**src/pkg/irq_map_regs.vh**
```
// Register offsets, field layout, reset values and vector constants of the interrupt sense block.
//
// Overview of operation
// - Emergency stop alone: vector 0.
// - Time base or safe oscillator share vector 1.
// - Groups A, B, C take vectors 2-4, wake.
// - Motor vector 5: U, loop, sampling; no wake.
// - Serial peripheral 8 wakes; timers, async serial don't.
// - Voltage detector or converter share vector 12, wake.
// - Auto-reload timer overflow is vector 13, lowest.
// - Halt wake per source; vector 1 active-halt only.
// - Changing sense or polarity clears pending external requests.
// - Group masked while an interrupt pin is grounded.
// - Four sensitivities: fall, rise, both, fall+low.
// - Rise plus high only for groups A and C.
// - Sense writes accepted only at CPU level 3.
// - Bits 7:6 select group C sensitivity codes.
// - Bit 5 inverts group C upper pins only.
// - Bits 4:3 select group B, no inversion.
// - Bits 2:1 select group A, lower pins uninverted.
// - Bit 0 inverts group A upper pins.
// - Sensitivity control resets to all zeros.
// - Edge requests latch, clear on service entry.
// - Pins of one group are ORed together.
`ifndef IRQ_MAP_REGS_VH
`define IRQ_MAP_REGS_VH

`define SENS_CTRL_OFS 4'h0
`define EXT_PEND_OFS 4'h1
`define VEC_STAT_OFS 4'h2
`define SENS_CTRL_RESET 8'h00
`define GRP_C_SENSE_HI 7
`define GRP_C_SENSE_LO 6
`define GRP_C_INV_BIT 5
`define GRP_B_SENSE_HI 4
`define GRP_B_SENSE_LO 3
`define GRP_A_SENSE_HI 2
`define GRP_A_SENSE_LO 1
`define GRP_A_INV_BIT 0
`define SENSE_FALL_LOW 2'h0
`define SENSE_RISE 2'h1
`define SENSE_FALL 2'h2
`define SENSE_BOTH 2'h3
`define PRIO_LEVEL3 2'h3
`define VEC_COUNT 14
`define VEC_ADDR_TOP 16'hFFFA
`define VEC_GRP_A 4'h2
`define VEC_GRP_B 4'h3
`define VEC_GRP_C 4'h4
`define WAKE_HALT_MASK 14'h111C
`define WAKE_ACTIVE_HALT_MASK 14'h111E

`endif

```
**src/ext_interrupt_sense_and_vector_map.v**
```verilog
// Top of the external interrupt sense logic and interrupt vector map.
//
// Local design decisions: strobed register access and the placing of the registers.
`timescale 1ns/1ps
`include "irq_map_regs.vh"
module ext_interrupt_sense_and_vector_map #(
  parameter ADDR_W = 4,
  parameter GRP_A_PINS = 6,
  parameter GRP_B_PINS = 4,
  parameter GRP_C_PINS = 6,
  parameter [GRP_A_PINS-1:0] GRP_A_INV_MASK = 6'h38,
  parameter [GRP_C_PINS-1:0] GRP_C_INV_MASK = 6'h38
) (
  // Clock, reset and clock enable.
  input wire clk,
  input wire srst,
  input wire clk_en,

  // Register port.
  input wire [ADDR_W-1:0] reg_addr,
  input wire [7:0] reg_wdata,
  input wire reg_wr,
  input wire reg_rd,
  output reg [7:0] reg_rdata_q,

  // CPU software priority bits.
  input wire cpu_priority_high_bit,
  input wire cpu_priority_low_bit,

  // External port interrupt pins.
  input wire [GRP_A_PINS-1:0] ext_line_group_a,
  input wire [GRP_B_PINS-1:0] ext_line_group_b,
  input wire [GRP_C_PINS-1:0] ext_line_group_c,

  // Port configuration: pin used as interrupt input, pin driven to ground.
  input wire [GRP_A_PINS-1:0] group_a_irq_en,
  input wire [GRP_B_PINS-1:0] group_b_irq_en,
  input wire [GRP_C_PINS-1:0] group_c_irq_en,
  input wire [GRP_A_PINS-1:0] group_a_drive_low,
  input wire [GRP_B_PINS-1:0] group_b_drive_low,
  input wire [GRP_C_PINS-1:0] group_c_drive_low,

  // Peripheral interrupt sources.
  input wire motor_emergency_stop,
  input wire clock_timebase_unit_irq,
  input wire safe_oscillator_switch_irq,
  input wire motor_controller_u_irq,
  input wire motor_controller_loop_irq,
  input wire motor_controller_sample_irq,
  input wire motor_controller_r_irq,
  input wire motor_controller_z_irq,
  input wire motor_controller_c_irq,
  input wire motor_controller_d_irq,
  input wire spi_irq,
  input wire timer_a_irq,
  input wire timer_b_irq,
  input wire async_serial_irq,
  input wire aux_voltage_detector_irq,
  input wire adc_eoc_irq,
  input wire auto_reload_pwm_timer_irq,

  // Low-power state.
  input wire halt_mode,
  input wire active_halt_mode,

  // Service entry from the interrupt sequencer.
  input wire irq_ack,
  input wire [3:0] irq_ack_vector,

  // Request to the interrupt sequencer.
  output reg irq_valid_q,
  output reg [3:0] irq_vector_q,
  output reg [15:0] irq_vector_addr_q,
  output reg halt_wake_q,
  output reg [2:0] ext_request_q,

  // Sensitivity control contents.
  output reg [7:0] sens_ctrl_q
);

  // ==========================================================================
  // Register decode
  // ==========================================================================

  // Offset 0 holds the sensitivity control. Offset 1 reads the group masks, the
  // refused-write flag and the pending edges; offset 2 reads the vector that the
  // encoder selects now. Other offsets read as zero and ignore writes.

  wire sel_ctrl = (reg_addr == `SENS_CTRL_OFS);

  // Only software level 3 may change the control; a write at any other level
  // is dropped and remembered in a flag that software can read back.
  wire level3 = ({cpu_priority_high_bit, cpu_priority_low_bit} == `PRIO_LEVEL3);

  wire ctrl_wr = reg_wr & sel_ctrl;
  wire ctrl_accept = ctrl_wr & level3;

  // Rewriting the current value leaves the pending edges alone.
  wire cfg_change = ctrl_accept & (reg_wdata != sens_ctrl_q);

  // Set by a refused write and cleared by the next accepted one.
  reg write_refused_q;
  reg write_refused_d;
  reg [7:0] sens_ctrl_d;

  always @* begin
    sens_ctrl_d = sens_ctrl_q;
    write_refused_d = write_refused_q;
    if (ctrl_accept) begin
      sens_ctrl_d = reg_wdata;
      write_refused_d = 1'b0;
    end else if (ctrl_wr) begin
      // A write outside level 3 leaves the field alone and is flagged.
      write_refused_d = 1'b1;
    end
  end

  always @(posedge clk) begin
    if (srst) begin
      sens_ctrl_q <= `SENS_CTRL_RESET;
    end else if (clk_en) begin
      sens_ctrl_q <= sens_ctrl_d;
    end
  end

  always @(posedge clk) begin
    if (srst) begin
      write_refused_q <= 1'b0;
    end else if (clk_en) begin
      write_refused_q <= write_refused_d;
    end
  end

  // ==========================================================================
  // Field extraction
  // ==========================================================================

  // Codes: 00 falling edge and low level, 01 rising, 10 falling, 11 both edges.
  // With inversion the edges and the level swap polarity on the masked pins.
  wire [1:0] group_c_sense_select = sens_ctrl_q[`GRP_C_SENSE_HI:`GRP_C_SENSE_LO];
  wire group_c_polarity_invert = sens_ctrl_q[`GRP_C_INV_BIT];
  wire [1:0] group_b_sense_select = sens_ctrl_q[`GRP_B_SENSE_HI:`GRP_B_SENSE_LO];
  wire [1:0] group_a_sense_select = sens_ctrl_q[`GRP_A_SENSE_HI:`GRP_A_SENSE_LO];
  wire group_a_polarity_invert = sens_ctrl_q[`GRP_A_INV_BIT];

  // ==========================================================================
  // Pin group detectors
  // ==========================================================================

  // Each group has its own synchronisers and detector, so activity on one
  // port never delays the edges of another.
  wire [2:0] grp_edge;
  wire [2:0] grp_level;

  // Group A: upper pins follow the inversion bit, lower pins never do.
  ext_line_detect #(
    .PINS(GRP_A_PINS),
    .INV_MASK(GRP_A_INV_MASK)
  ) u_detect_a (
    .clk(clk),
    .srst(srst),
    .clk_en(clk_en),
    .pins(ext_line_group_a),
    .pin_en(group_a_irq_en),
    .sense(group_a_sense_select),
    .invert(group_a_polarity_invert),
    .edge_any(grp_edge[0]),
    .level_any(grp_level[0])
  );

  // Group B has no inversion option.
  ext_line_detect #(
    .PINS(GRP_B_PINS),
    .INV_MASK({GRP_B_PINS{1'b0}})
  ) u_detect_b (
    .clk(clk),
    .srst(srst),
    .clk_en(clk_en),
    .pins(ext_line_group_b),
    .pin_en(group_b_irq_en),
    .sense(group_b_sense_select),
    .invert(1'b0),
    .edge_any(grp_edge[1]),
    .level_any(grp_level[1])
  );

  // Group C: upper pins follow the inversion bit, lower pins never do.
  ext_line_detect #(
    .PINS(GRP_C_PINS),
    .INV_MASK(GRP_C_INV_MASK)
  ) u_detect_c (
    .clk(clk),
    .srst(srst),
    .clk_en(clk_en),
    .pins(ext_line_group_c),
    .pin_en(group_c_irq_en),
    .sense(group_c_sense_select),
    .invert(group_c_polarity_invert),
    .edge_any(grp_edge[2]),
    .level_any(grp_level[2])
  );

  // ==========================================================================
  // Group masking and pending latches
  // ==========================================================================

  // A pin that the port drives to ground would hold its group at a low level
  // forever, so such a group is masked until the pin is released.
  wire [2:0] grp_masked;
  assign grp_masked[0] = |(group_a_irq_en & group_a_drive_low);
  assign grp_masked[1] = |(group_b_irq_en & group_b_drive_low);
  assign grp_masked[2] = |(group_c_irq_en & group_c_drive_low);

  reg [2:0] ext_pend_q;
  wire [2:0] ext_pend_d;
  wire [2:0] ext_req;

  // An acknowledge clears only the group whose vector it names.
  genvar g;
  generate
    for (g = 0; g < 3; g = g + 1) begin : g_group
      wire [3:0] own_vec = (g == 0) ? `VEC_GRP_A : ((g == 1) ? `VEC_GRP_B : `VEC_GRP_C);
      wire served = irq_ack & (irq_ack_vector == own_vec);
      wire clr = served | cfg_change;
      // A fresh edge in the clearing cycle survives.
      assign ext_pend_d[g] = grp_edge[g] | (ext_pend_q[g] & ~clr);
      assign ext_req[g] = (ext_pend_q[g] | grp_level[g]) & ~grp_masked[g];
    end
  endgenerate

  // Pending edges freeze with the rest of the state while clk_en is low.
  always @(posedge clk) begin
    if (srst) begin
      ext_pend_q <= 3'h0;
    end else if (clk_en) begin
      ext_pend_q <= ext_pend_d;
    end
  end

  // ==========================================================================
  // Vector map
  // ==========================================================================

  // Index 0 is the highest hardware priority and index 13 the lowest.
  // Sources that share a vector are ORed onto it.
  wire [13:0] vec_req;
  assign vec_req[0] = motor_emergency_stop;
  assign vec_req[1] = clock_timebase_unit_irq |
    safe_oscillator_switch_irq;
  assign vec_req[2] = ext_req[0];
  assign vec_req[3] = ext_req[1];
  assign vec_req[4] = ext_req[2];
  assign vec_req[5] = motor_controller_u_irq |
    motor_controller_loop_irq |
    motor_controller_sample_irq;
  assign vec_req[6] = motor_controller_r_irq |
    motor_controller_z_irq;
  assign vec_req[7] = motor_controller_c_irq |
    motor_controller_d_irq;
  assign vec_req[8] = spi_irq;
  assign vec_req[9] = timer_a_irq;
  assign vec_req[10] = timer_b_irq;
  assign vec_req[11] = async_serial_irq;
  assign vec_req[12] = aux_voltage_detector_irq |
    adc_eoc_irq;
  assign vec_req[13] = auto_reload_pwm_timer_irq;

  wire enc_any;
  wire [3:0] enc_index;
  wire [15:0] enc_addr;
  wire enc_wake;

  // While halted, the encoder only offers a source that may end the halt.
  vector_priority_encoder u_encoder (
    .req(vec_req),
    .halt_mode(halt_mode),
    .active_halt_mode(active_halt_mode),
    .any(enc_any),
    .index(enc_index),
    .addr(enc_addr),
    .wake(enc_wake)
  );

  // ==========================================================================
  // Registered request outputs
  // ==========================================================================

  // Every request output comes from a flop, one cycle after its sources.
  always @(posedge clk) begin
    if (srst) begin
      irq_valid_q <= 1'b0;
      irq_vector_q <= 4'h0;
      irq_vector_addr_q <= `VEC_ADDR_TOP;
      halt_wake_q <= 1'b0;
    end else if (clk_en) begin
      irq_valid_q <= enc_any;
      irq_vector_q <= enc_index;
      irq_vector_addr_q <= enc_addr;
      halt_wake_q <= enc_wake;
    end
  end

  // Group requests are exported on their own, so a masked or cleared group
  // can be seen without decoding the vector.
  always @(posedge clk) begin
    if (srst) begin
      ext_request_q <= 3'h0;
    end else if (clk_en) begin
      ext_request_q <= ext_req;
    end
  end

  // ==========================================================================
  // Read data
  // ==========================================================================

  // Read data stand for the one cycle after the read strobe and are zero
  // otherwise, so a stale value never looks like a fresh answer.
  reg [7:0] rdata_d;

  always @* begin
    rdata_d = 8'h00;
    if (reg_rd) begin
      case (reg_addr)
        `SENS_CTRL_OFS: begin
          rdata_d = sens_ctrl_q;
        end
        `EXT_PEND_OFS: begin
          rdata_d = {1'b0, grp_masked, write_refused_q, ext_pend_q};
        end
        `VEC_STAT_OFS: begin
          rdata_d = {enc_any, enc_wake, 2'h0, enc_index};
        end
        default: begin
          rdata_d = 8'h00;
        end
      endcase
    end
  end

  always @(posedge clk) begin
    if (srst) begin
      reg_rdata_q <= 8'h00;
    end else if (clk_en) begin
      reg_rdata_q <= rdata_d;
    end
  end

endmodule // ext_interrupt_sense_and_vector_map

```
**src/ext_line_detect.v**
```verilog
// Edge and level detector for one external interrupt pin group.
`timescale 1ns/1ps
`include "irq_map_regs.vh"
module ext_line_detect #(
  parameter PINS = 4,
  parameter [PINS-1:0] INV_MASK = {PINS{1'b0}}
) (
  // Clock and reset.
  input wire clk,
  input wire srst,
  input wire clk_en,
  // Pins and configuration.
  input wire [PINS-1:0] pins,
  input wire [PINS-1:0] pin_en,
  input wire [1:0] sense,
  input wire invert,
  // Detected events.
  output wire edge_any,
  output wire level_any
);
  wire [PINS-1:0] hit;
  wire [PINS-1:0] lvl;
  genvar i;
  generate
    for (i = 0; i < PINS; i = i + 1) begin : g_pin
      reg meta_q;
      reg sync_q;
      reg prev_q;
      wire inv = invert & INV_MASK[i];
      wire cur_n = sync_q ^ inv;
      wire prev_n = prev_q ^ inv;
      wire fall = prev_n & ~cur_n;
      wire rise = ~prev_n & cur_n;
      always @(posedge clk) begin
        if (srst) begin
          meta_q <= 1'b1;
          sync_q <= 1'b1;
          prev_q <= 1'b1;
        end else if (clk_en) begin
          meta_q <= pins[i];
          sync_q <= meta_q;
          prev_q <= sync_q;
        end
      end
      // Normalised polarity keeps a change of inversion from faking an edge.
      assign hit[i] = pin_en[i] & ((sense == `SENSE_FALL_LOW) ? fall :
                                   (sense == `SENSE_RISE) ? rise :
                                   (sense == `SENSE_FALL) ? fall : (fall | rise));
      assign lvl[i] = pin_en[i] & (sense == `SENSE_FALL_LOW) & ~cur_n;
    end
  endgenerate
  assign edge_any = |hit;
  assign level_any = |lvl;
endmodule // ext_line_detect

```
**src/vector_priority_encoder.v**
```verilog
// Fixed hardware priority encoder with vector address and halt wake decode.
`timescale 1ns/1ps
`include "irq_map_regs.vh"
module vector_priority_encoder (
  // Requests by vector index.
  input wire [13:0] req,
  // Low-power state.
  input wire halt_mode,
  input wire active_halt_mode,
  // Selection.
  output reg any,
  output reg [3:0] index,
  output reg [15:0] addr,
  output reg wake
);
  reg [13:0] wake_mask;
  reg [13:0] cand;
  integer i;
  always @* begin
    wake_mask = 14'h0000;
    if (active_halt_mode) begin
      wake_mask = `WAKE_ACTIVE_HALT_MASK;
    end else if (halt_mode) begin
      wake_mask = `WAKE_HALT_MASK;
    end
    // While halted only a wake-capable source may be served first.
    cand = (halt_mode | active_halt_mode) ? (req & wake_mask) : req;
    wake = |(req & wake_mask);
    any = |cand;
    index = 4'h0;
    for (i = `VEC_COUNT - 1; i >= 0; i = i - 1) begin
      if (cand[i]) begin
        index = i[3:0];
      end
    end
    addr = `VEC_ADDR_TOP - {11'h000, index, 1'b0};
  end
endmodule // vector_priority_encoder

```
**config.mk**
```make
export PLATFORM = sky130hd
export DESIGN_NAME = ext_interrupt_sense_and_vector_map
export DESIGN_NICKNAME = d
export VERILOG_FILES = /design/src/ext_interrupt_sense_and_vector_map.v /design/src/ext_line_detect.v /design/src/vector_priority_encoder.v
export VERILOG_INCLUDE_DIRS = /design/src /design/src/pkg
export SDC_FILE = /design/constraint.sdc
export NUM_CORES = 1
export LEC_CHECK = 0
export BUFFER_PORTS_ARGS = -buffer_cell sky130_fd_sc_hd__buf_2
export CAP_MARGIN = 30
export CORE_MARGIN = 2
export CORE_UTILIZATION = 48
export CTS_CLUSTER_DIAMETER = 120
export DETAILED_ROUTE_END_ITERATION = 10
export MAX_ROUTING_LAYER = met4
export PLACE_DENSITY_LB_ADDON = 0.2
export REMOVE_ABC_BUFFERS = 1
export SYNTH_ARGS = -nofsm -noshare
export SYNTH_HDL_FRONTEND = slang
export SYNTH_SLANG_ARGS = --single-unit
```
**constraint.sdc**
```tcl
create_clock -name clk -period 2.4 [get_ports clk]
set_input_delay 0.48 -clock clk [delete_from_list [all_inputs] [get_ports clk]]
set_output_delay 0.48 -clock clk [all_outputs]
set_load 0.01 [all_outputs]
```
# Yosys cells after proc, flatten, opt, wreduce, memory -nomap -nowiden
# Index checks and enable logic that the tools add are counted.
# totals
inputBits,91
ff_bits,93
out_inout_bits,41
# classes
reduce_logical,18
muxes,69
n_eq_ne,13
bitwise_logic,178
addsub,1
# op_table
op,count
$and 1x1->1,92
$mux 4,14
$mux 1,50
$not 1->1,38
$reduce_or 6->1,6
$or 1x1->1,32
$mux 14,2
$reduce_or 14->1,2
$pmux 8 s3,1
$and 14x14->14,1
$mux 13,1
$and 6x6->6,2
$eq 4x2->1 const B,3
$reduce_or 4->1,3
$xor 1x1->1,12
$eq 2x2->1 const B,4
$mux 8,1
$ne 8x8->1,1
$sub 4x6->7 const A,1
$eq 2x1->1 const B,3
$logic_not 2->1,3
$and 4x4->4,1
$eq 4x1->1 const B,1
$eq 4x3->1 const B,1
other kinds (3),4

# Depth between registers and ports, before layout
# depth
ltp_word,24
mapped_depth,11
mapped_depth_nobuf,10

# Hierarchy
# A second synthesis with hierarchy kept.
# unflattened
cells_unflattened,572
area_unflattened_um2,5175.0
# by_module_without_submodules
mod,instances,cells_per_inst,area_per_inst_um2
ext_interrupt_sense_and_vector_map,1,215,2085.8
ext_line_detect at u_detect_a ...,2,113,1042.2
ext_line_detect at u_detect_b,1,73,644.4
vector_priority_encoder,1,58,360.3

# Worst setup path after synthesis
# OpenSTA, ideal clock, no wires.
# synth_path
path_type,flip-flop to flip-flop
start,reg sens_ctrl_q[5]
end,reg irq_vector_addr_q[4]
arrival_ns,2.159
required_time_ns,2.270
path_buffers,1
setup_time_ns,0.130
path_stages_with_launch,9
setup_slack_ns,0.111
synth_period_minus_slack_ns,2.289
cell_sequence,dfxtp_1 -> clkbuf_1 -> a21o_1 -> a41oi_1 -> a2111oi_0 -> nor2_1 -> ha_1 -> nor4_1 -> o31ai_1
# synth_via
elab_chain_len,14
word_cells_on_any_way,20
cone_classes,add/sub: 1; mux: 6; bitwise: 12; reduce/logical: 1
# synth_lines
element,line,text
start: declaration,ext_interrupt_sense_and_vector_map.v:78,output reg [7:0] sens_ctrl_q
start signal: assignment,ext_interrupt_sense_and_vector_map.v:120,sens_ctrl_q <= `SENS_CTRL_RESET;
start signal: assignment,ext_interrupt_sense_and_vector_map.v:122,sens_ctrl_q <= sens_ctrl_d;
$xor 1x1->1,ext_line_detect.v:30,wire cur_n = sync_q ^ inv;
$not 1->1,ext_line_detect.v:49,assign lvl[i] = pin_en[i] & (sense == `SENSE_FALL_LOW) & ~cur_n;
$and 1x1->1,ext_line_detect.v:49,
$reduce_or 6->1 *,ext_line_detect.v:53,assign level_any = |lvl;
$or 1x1->1 *,ext_interrupt_sense_and_vector_map.v:227,assign ext_req[g] = (ext_pend_q[g] | grp_level[g]) & ~grp_masked[g];
$and 1x1->1 *,ext_interrupt_sense_and_vector_map.v:227,
$and 14x14->14,vector_priority_encoder.v:27,cand = (halt_mode | active_halt_mode) ? (req & wake_mask) : req;
$mux 14 *,vector_priority_encoder.v:27,
$mux 4 * (5 in series),vector_priority_encoder.v:32,if (cand[i]) begin
named net enc_index[2],ext_interrupt_sense_and_vector_map.v:269,wire [3:0] enc_index;
$sub 4x6->7 (no line) *,n/a,
end signal: assignment,ext_interrupt_sense_and_vector_map.v:293,irq_vector_addr_q <= `VEC_ADDR_TOP;
end signal: assignment,ext_interrupt_sense_and_vector_map.v:298,irq_vector_addr_q <= enc_addr;
end: declaration,ext_interrupt_sense_and_vector_map.v:73,"output reg [15:0] irq_vector_addr_q,"
# The timed path passes the listed nets; every way through them passes the cells marked *.
# A chain may end at the register's enable or synchronous reset.

# Worst setup path in the final report
# layout_path
start,reg u_detect_c.g_pin[5].sync_q
end,reg irq_vector_q[3]
# layout_via
elab_chain_len,13
# layout_lines
element,line,text
start: declaration,ext_line_detect.v:27,reg sync_q;
start signal: assignment,ext_line_detect.v:41,sync_q <= meta_q;
$xor 1x1->1 *,ext_line_detect.v:30,
$not 1->1 *,ext_line_detect.v:49,
$and 1x1->1 *,ext_line_detect.v:49,
$reduce_or 6->1 *,ext_line_detect.v:53,
$or 1x1->1 *,ext_interrupt_sense_and_vector_map.v:227,
$and 1x1->1 *,ext_interrupt_sense_and_vector_map.v:227,
$and 14x14->14,vector_priority_encoder.v:27,
$mux 14 *,vector_priority_encoder.v:27,
$mux 4 * (5 in series),vector_priority_encoder.v:32,
end signal: assignment,ext_interrupt_sense_and_vector_map.v:297,irq_vector_q <= enc_index;
end: declaration,ext_interrupt_sense_and_vector_map.v:72,"output reg [3:0] irq_vector_q,"
# Mark *: on every way between the ends. The rest lies on a longest branch, timed or not.

==> flow_summary.toml <==
[run_status]
outcome = "finished with violations"
violations = "setup timing"

[routing]
dr_wl_met3_um = 706
wl_mm = 12.8
drt-initial-drc-count = 295
dr.pass1.iters = 5
via_per_inst = 5.25
drc_errors = 0
vias = 4585
wl_met1_mm = 5.66
wl_per_cell_um = 14.6
highest_layer = "met4"
wl_met2_mm = 6.32
ant_nets = 0

[worst_setup_path]
path_buf_inv = 1
endpoint_kind = "register"
rrSetupSlack_ns = -0.08
path_delay_family = "simple AND/OR/NAND/NOR gates"
worstSetupPathType = "reg -> reg"
cp_slowest_cell = "or4_4"
cp_max_fo = 3
cp_data_required_time_ns = 2.70
cp_cell_sequence = "xnor2_4, a222oi_1, a41oi_2, buf_4, or3_4, or4_4, a21oi_2"
crit_arrival_ns = 2.77
cp_slowest_stage_delay_ns = 0.48
cp-start-kind = "register"

[yosys]
syn-cell-area_um2 = 4780
synth_compound_area_share_pct = 20.4
syn-instance-count = 591
synth-async-reset-ratio_pct = 0
synth-xor-area-share_pct = 3.67
yosysWarningCount = 0
synthAdderAreaFrac_pct = 8.65
synth.avg_cell_area_um2 = 8.08
synth_top_family_by_area = "compound AO/OA/AOI/OAI gates"
synthDistinctLibCells = 59
synth_flop_cell = "dfxtp_1"
synthMuxAreaShare_pct = 6.50
synth-edff-count = 0
synth-seq-cells = 81
synth_simple_gate_area_share_pct = 18.9
seq_area_frac_synth_pct = 34.0

[cells_and_area]
num_antenna_cells = 0
final_core_util_pct = 61.8
nets = 859
instances_no_fill = 873
area_delta_synth_final_pct = 26.0
drive_above_1_share_pct = 28.2

[cts]
cts_tree = "done"
clk_path_buf_depth = 2
clk_latency_ns = 0.36
ctsRootBufferMaster = "clkbuf_8"
hold_buffers = 0
clk_pin_slew_ns = 0.09
htree_levels = 3
clock_sinks = 81
numCtsBuffers = 9

[sta]
grt_setup_unrepaired = "yes"
setup_viol = 3
fin_crit_sh_pct = 103
skew_ns = 0.00721
finalHoldViolations = 0
final_max_slew_viol_count = 0
fin_hold_ws_ns = 0.324
fmax_mhz = 404
period_needed_ns = 2.48
fin_ws_ns = -0.0765

[global_route]
grt_pass1_wl_mm = 21.1
grt_usage_pct = 24.6
grt_max_degree = 48
first_global_vias = 4417
overflow = 0
grt_antenna_before_repair = 0

[pwr]
p_leak_nw = 2.85
peakVddDrop_mv = 0.285
power_mw = 3.01
pwr_density_cell_nw_per_um2 = 500

[die]
rows = 36
die-area_um2 = 10800
io_pins = 132
die_w_um = 104
core_area_um2 = 9730
start_util_pct = 49.1
die_y_um = 104

[worst_hold_path]
hold_path_class = "in -> reg"

[placement]
port_buffers = 120
dp_hpwl_mm = 9.72
numPlacedInstances = 855
place.gp.congestion = 0.895

[job]
cap_violations = 0
## layout by cell type, fill, tap and decap left out, types with 15 or more instances in the layout
cell,synthesis,routed
nor2_1,43,41
o211ai_1,24,24
ha_1,33,32
a21oi_1,44,42
buf_4,14,49
nand2_1,92,92
o21ai_0,16,15
dfxtp_1,81,79
mux2i_1,31,31
inv_1,40,40
buf_2,0,119
## path summary, 6_finish.rpt
kind | from | endpoint | depth (start not counted)
worst min register to register | irq_vector_addr_q[5] | irq_vector_addr_q[5] | 1
worst min-delay path | ext_line_group_c[3] | u_detect_c.g_pin[3].meta_q | 3
worst max-delay path | u_detect_c.g_pin[5].sync_q | irq_vector_q[3] | 7
worst max register to register | u_detect_c.g_pin[5].sync_q | irq_vector_q[3] | 7
## cells by family after synthesis
family / count (synthesis)
mux: 31
xor+xnor: 20
simple gates: 197
buf+inv: 86
fa+ha+maj: 33
flops: 81
other cells: 2
compound gates: 141
## layer usage
| layer | vias to the layer above | global-route usage, % |
|---|---|---|
| met4 | 0 | 5.98 |
| met3 | 10 | 5.60 |
| met5 | - | - |
| met1 | 2107 | 30.1 |
| met2 | 137 | 41.2 |
| li1 | 2331 | - |
## per-stage QoR
step | setup WS [ns] | TNS [ns] | cell area [µm²]
4_1_cts | 0.00194 | 0 | 5950
2_1_floorplan | -0.213 | -0.338 | 4590
3_5_place_dp | -0.255 | -0.512 | 5720
6_report | -0.0765 | -0.175 | 6020
3_3_place_gp | -0.134 | -0.247 | 5720
5_1_grt | -0.163 | -0.506 | 6020
## cells in the mapped netlist (14+ instances only)
master    count  area share, %
a21oi_1      44            4.6
o211ai_1     24            3.8
dfxtp_1      81             34
o21ai_0      16            1.7
buf_4        14            2.2
nand2_1      92            7.2
inv_1        40            3.1
ha_1         33            8.6
nor2_1       43            3.4
mux2i_1      31            6.5
clkbuf_1     23            1.8
## tightest hold or removal path, delay by kind of cell
family	cells	cell delay, ns
simple gates	1	0.05
mux	1	0.05
buf+inv	1	0.08
## cell type report
cell class                      count  area, µm²
Fill cell                         894       3710
Clock inverter                      7       71.3
Sequential cell                    81       1630
Clock buffer                        9        124
Tap cell                          133        166
Timing Repair Buffer              169        983
Multi-Input combinational cell    433       2890
Inverter                           41        154
## flip-flops by register name, summed over array words and instances (netlist names), 4 cells and up
register / count
u_detect_c.g_pin.meta_q: 6
irq_vector_addr_q: 4
u_detect_b.g_pin.cur_n: 4
u_detect_b.g_pin.meta_q: 4
irq_vector_q: 4
u_detect_b.g_pin.prev_n: 4
reg_rdata_q: 8
u_detect_a.g_pin.meta_q: 6
sens_ctrl_q: 8
## timing repair
action | CTS | global route
buffers inserted | 1 | 1
endpoints found under the setup margin | 3 | 3
cloned | 0 | 0
pin swaps | 4 | 8
resized for setup | 5 | 14
## power by group
| group | internal (mW) | total [mW] | leakage (nW) | switching (mW) |
|---|---|---|---|---|
| combinational | 0.268 | 0.567 | 2.10 | 0.299 |
| sequential | 1.40 | 1.45 | 0.665 | 0.0437 |
| clock | 0.478 | 0.993 | 0.0912 | 0.516 |
Note: power is estimated with default switching activity, not from simulation.
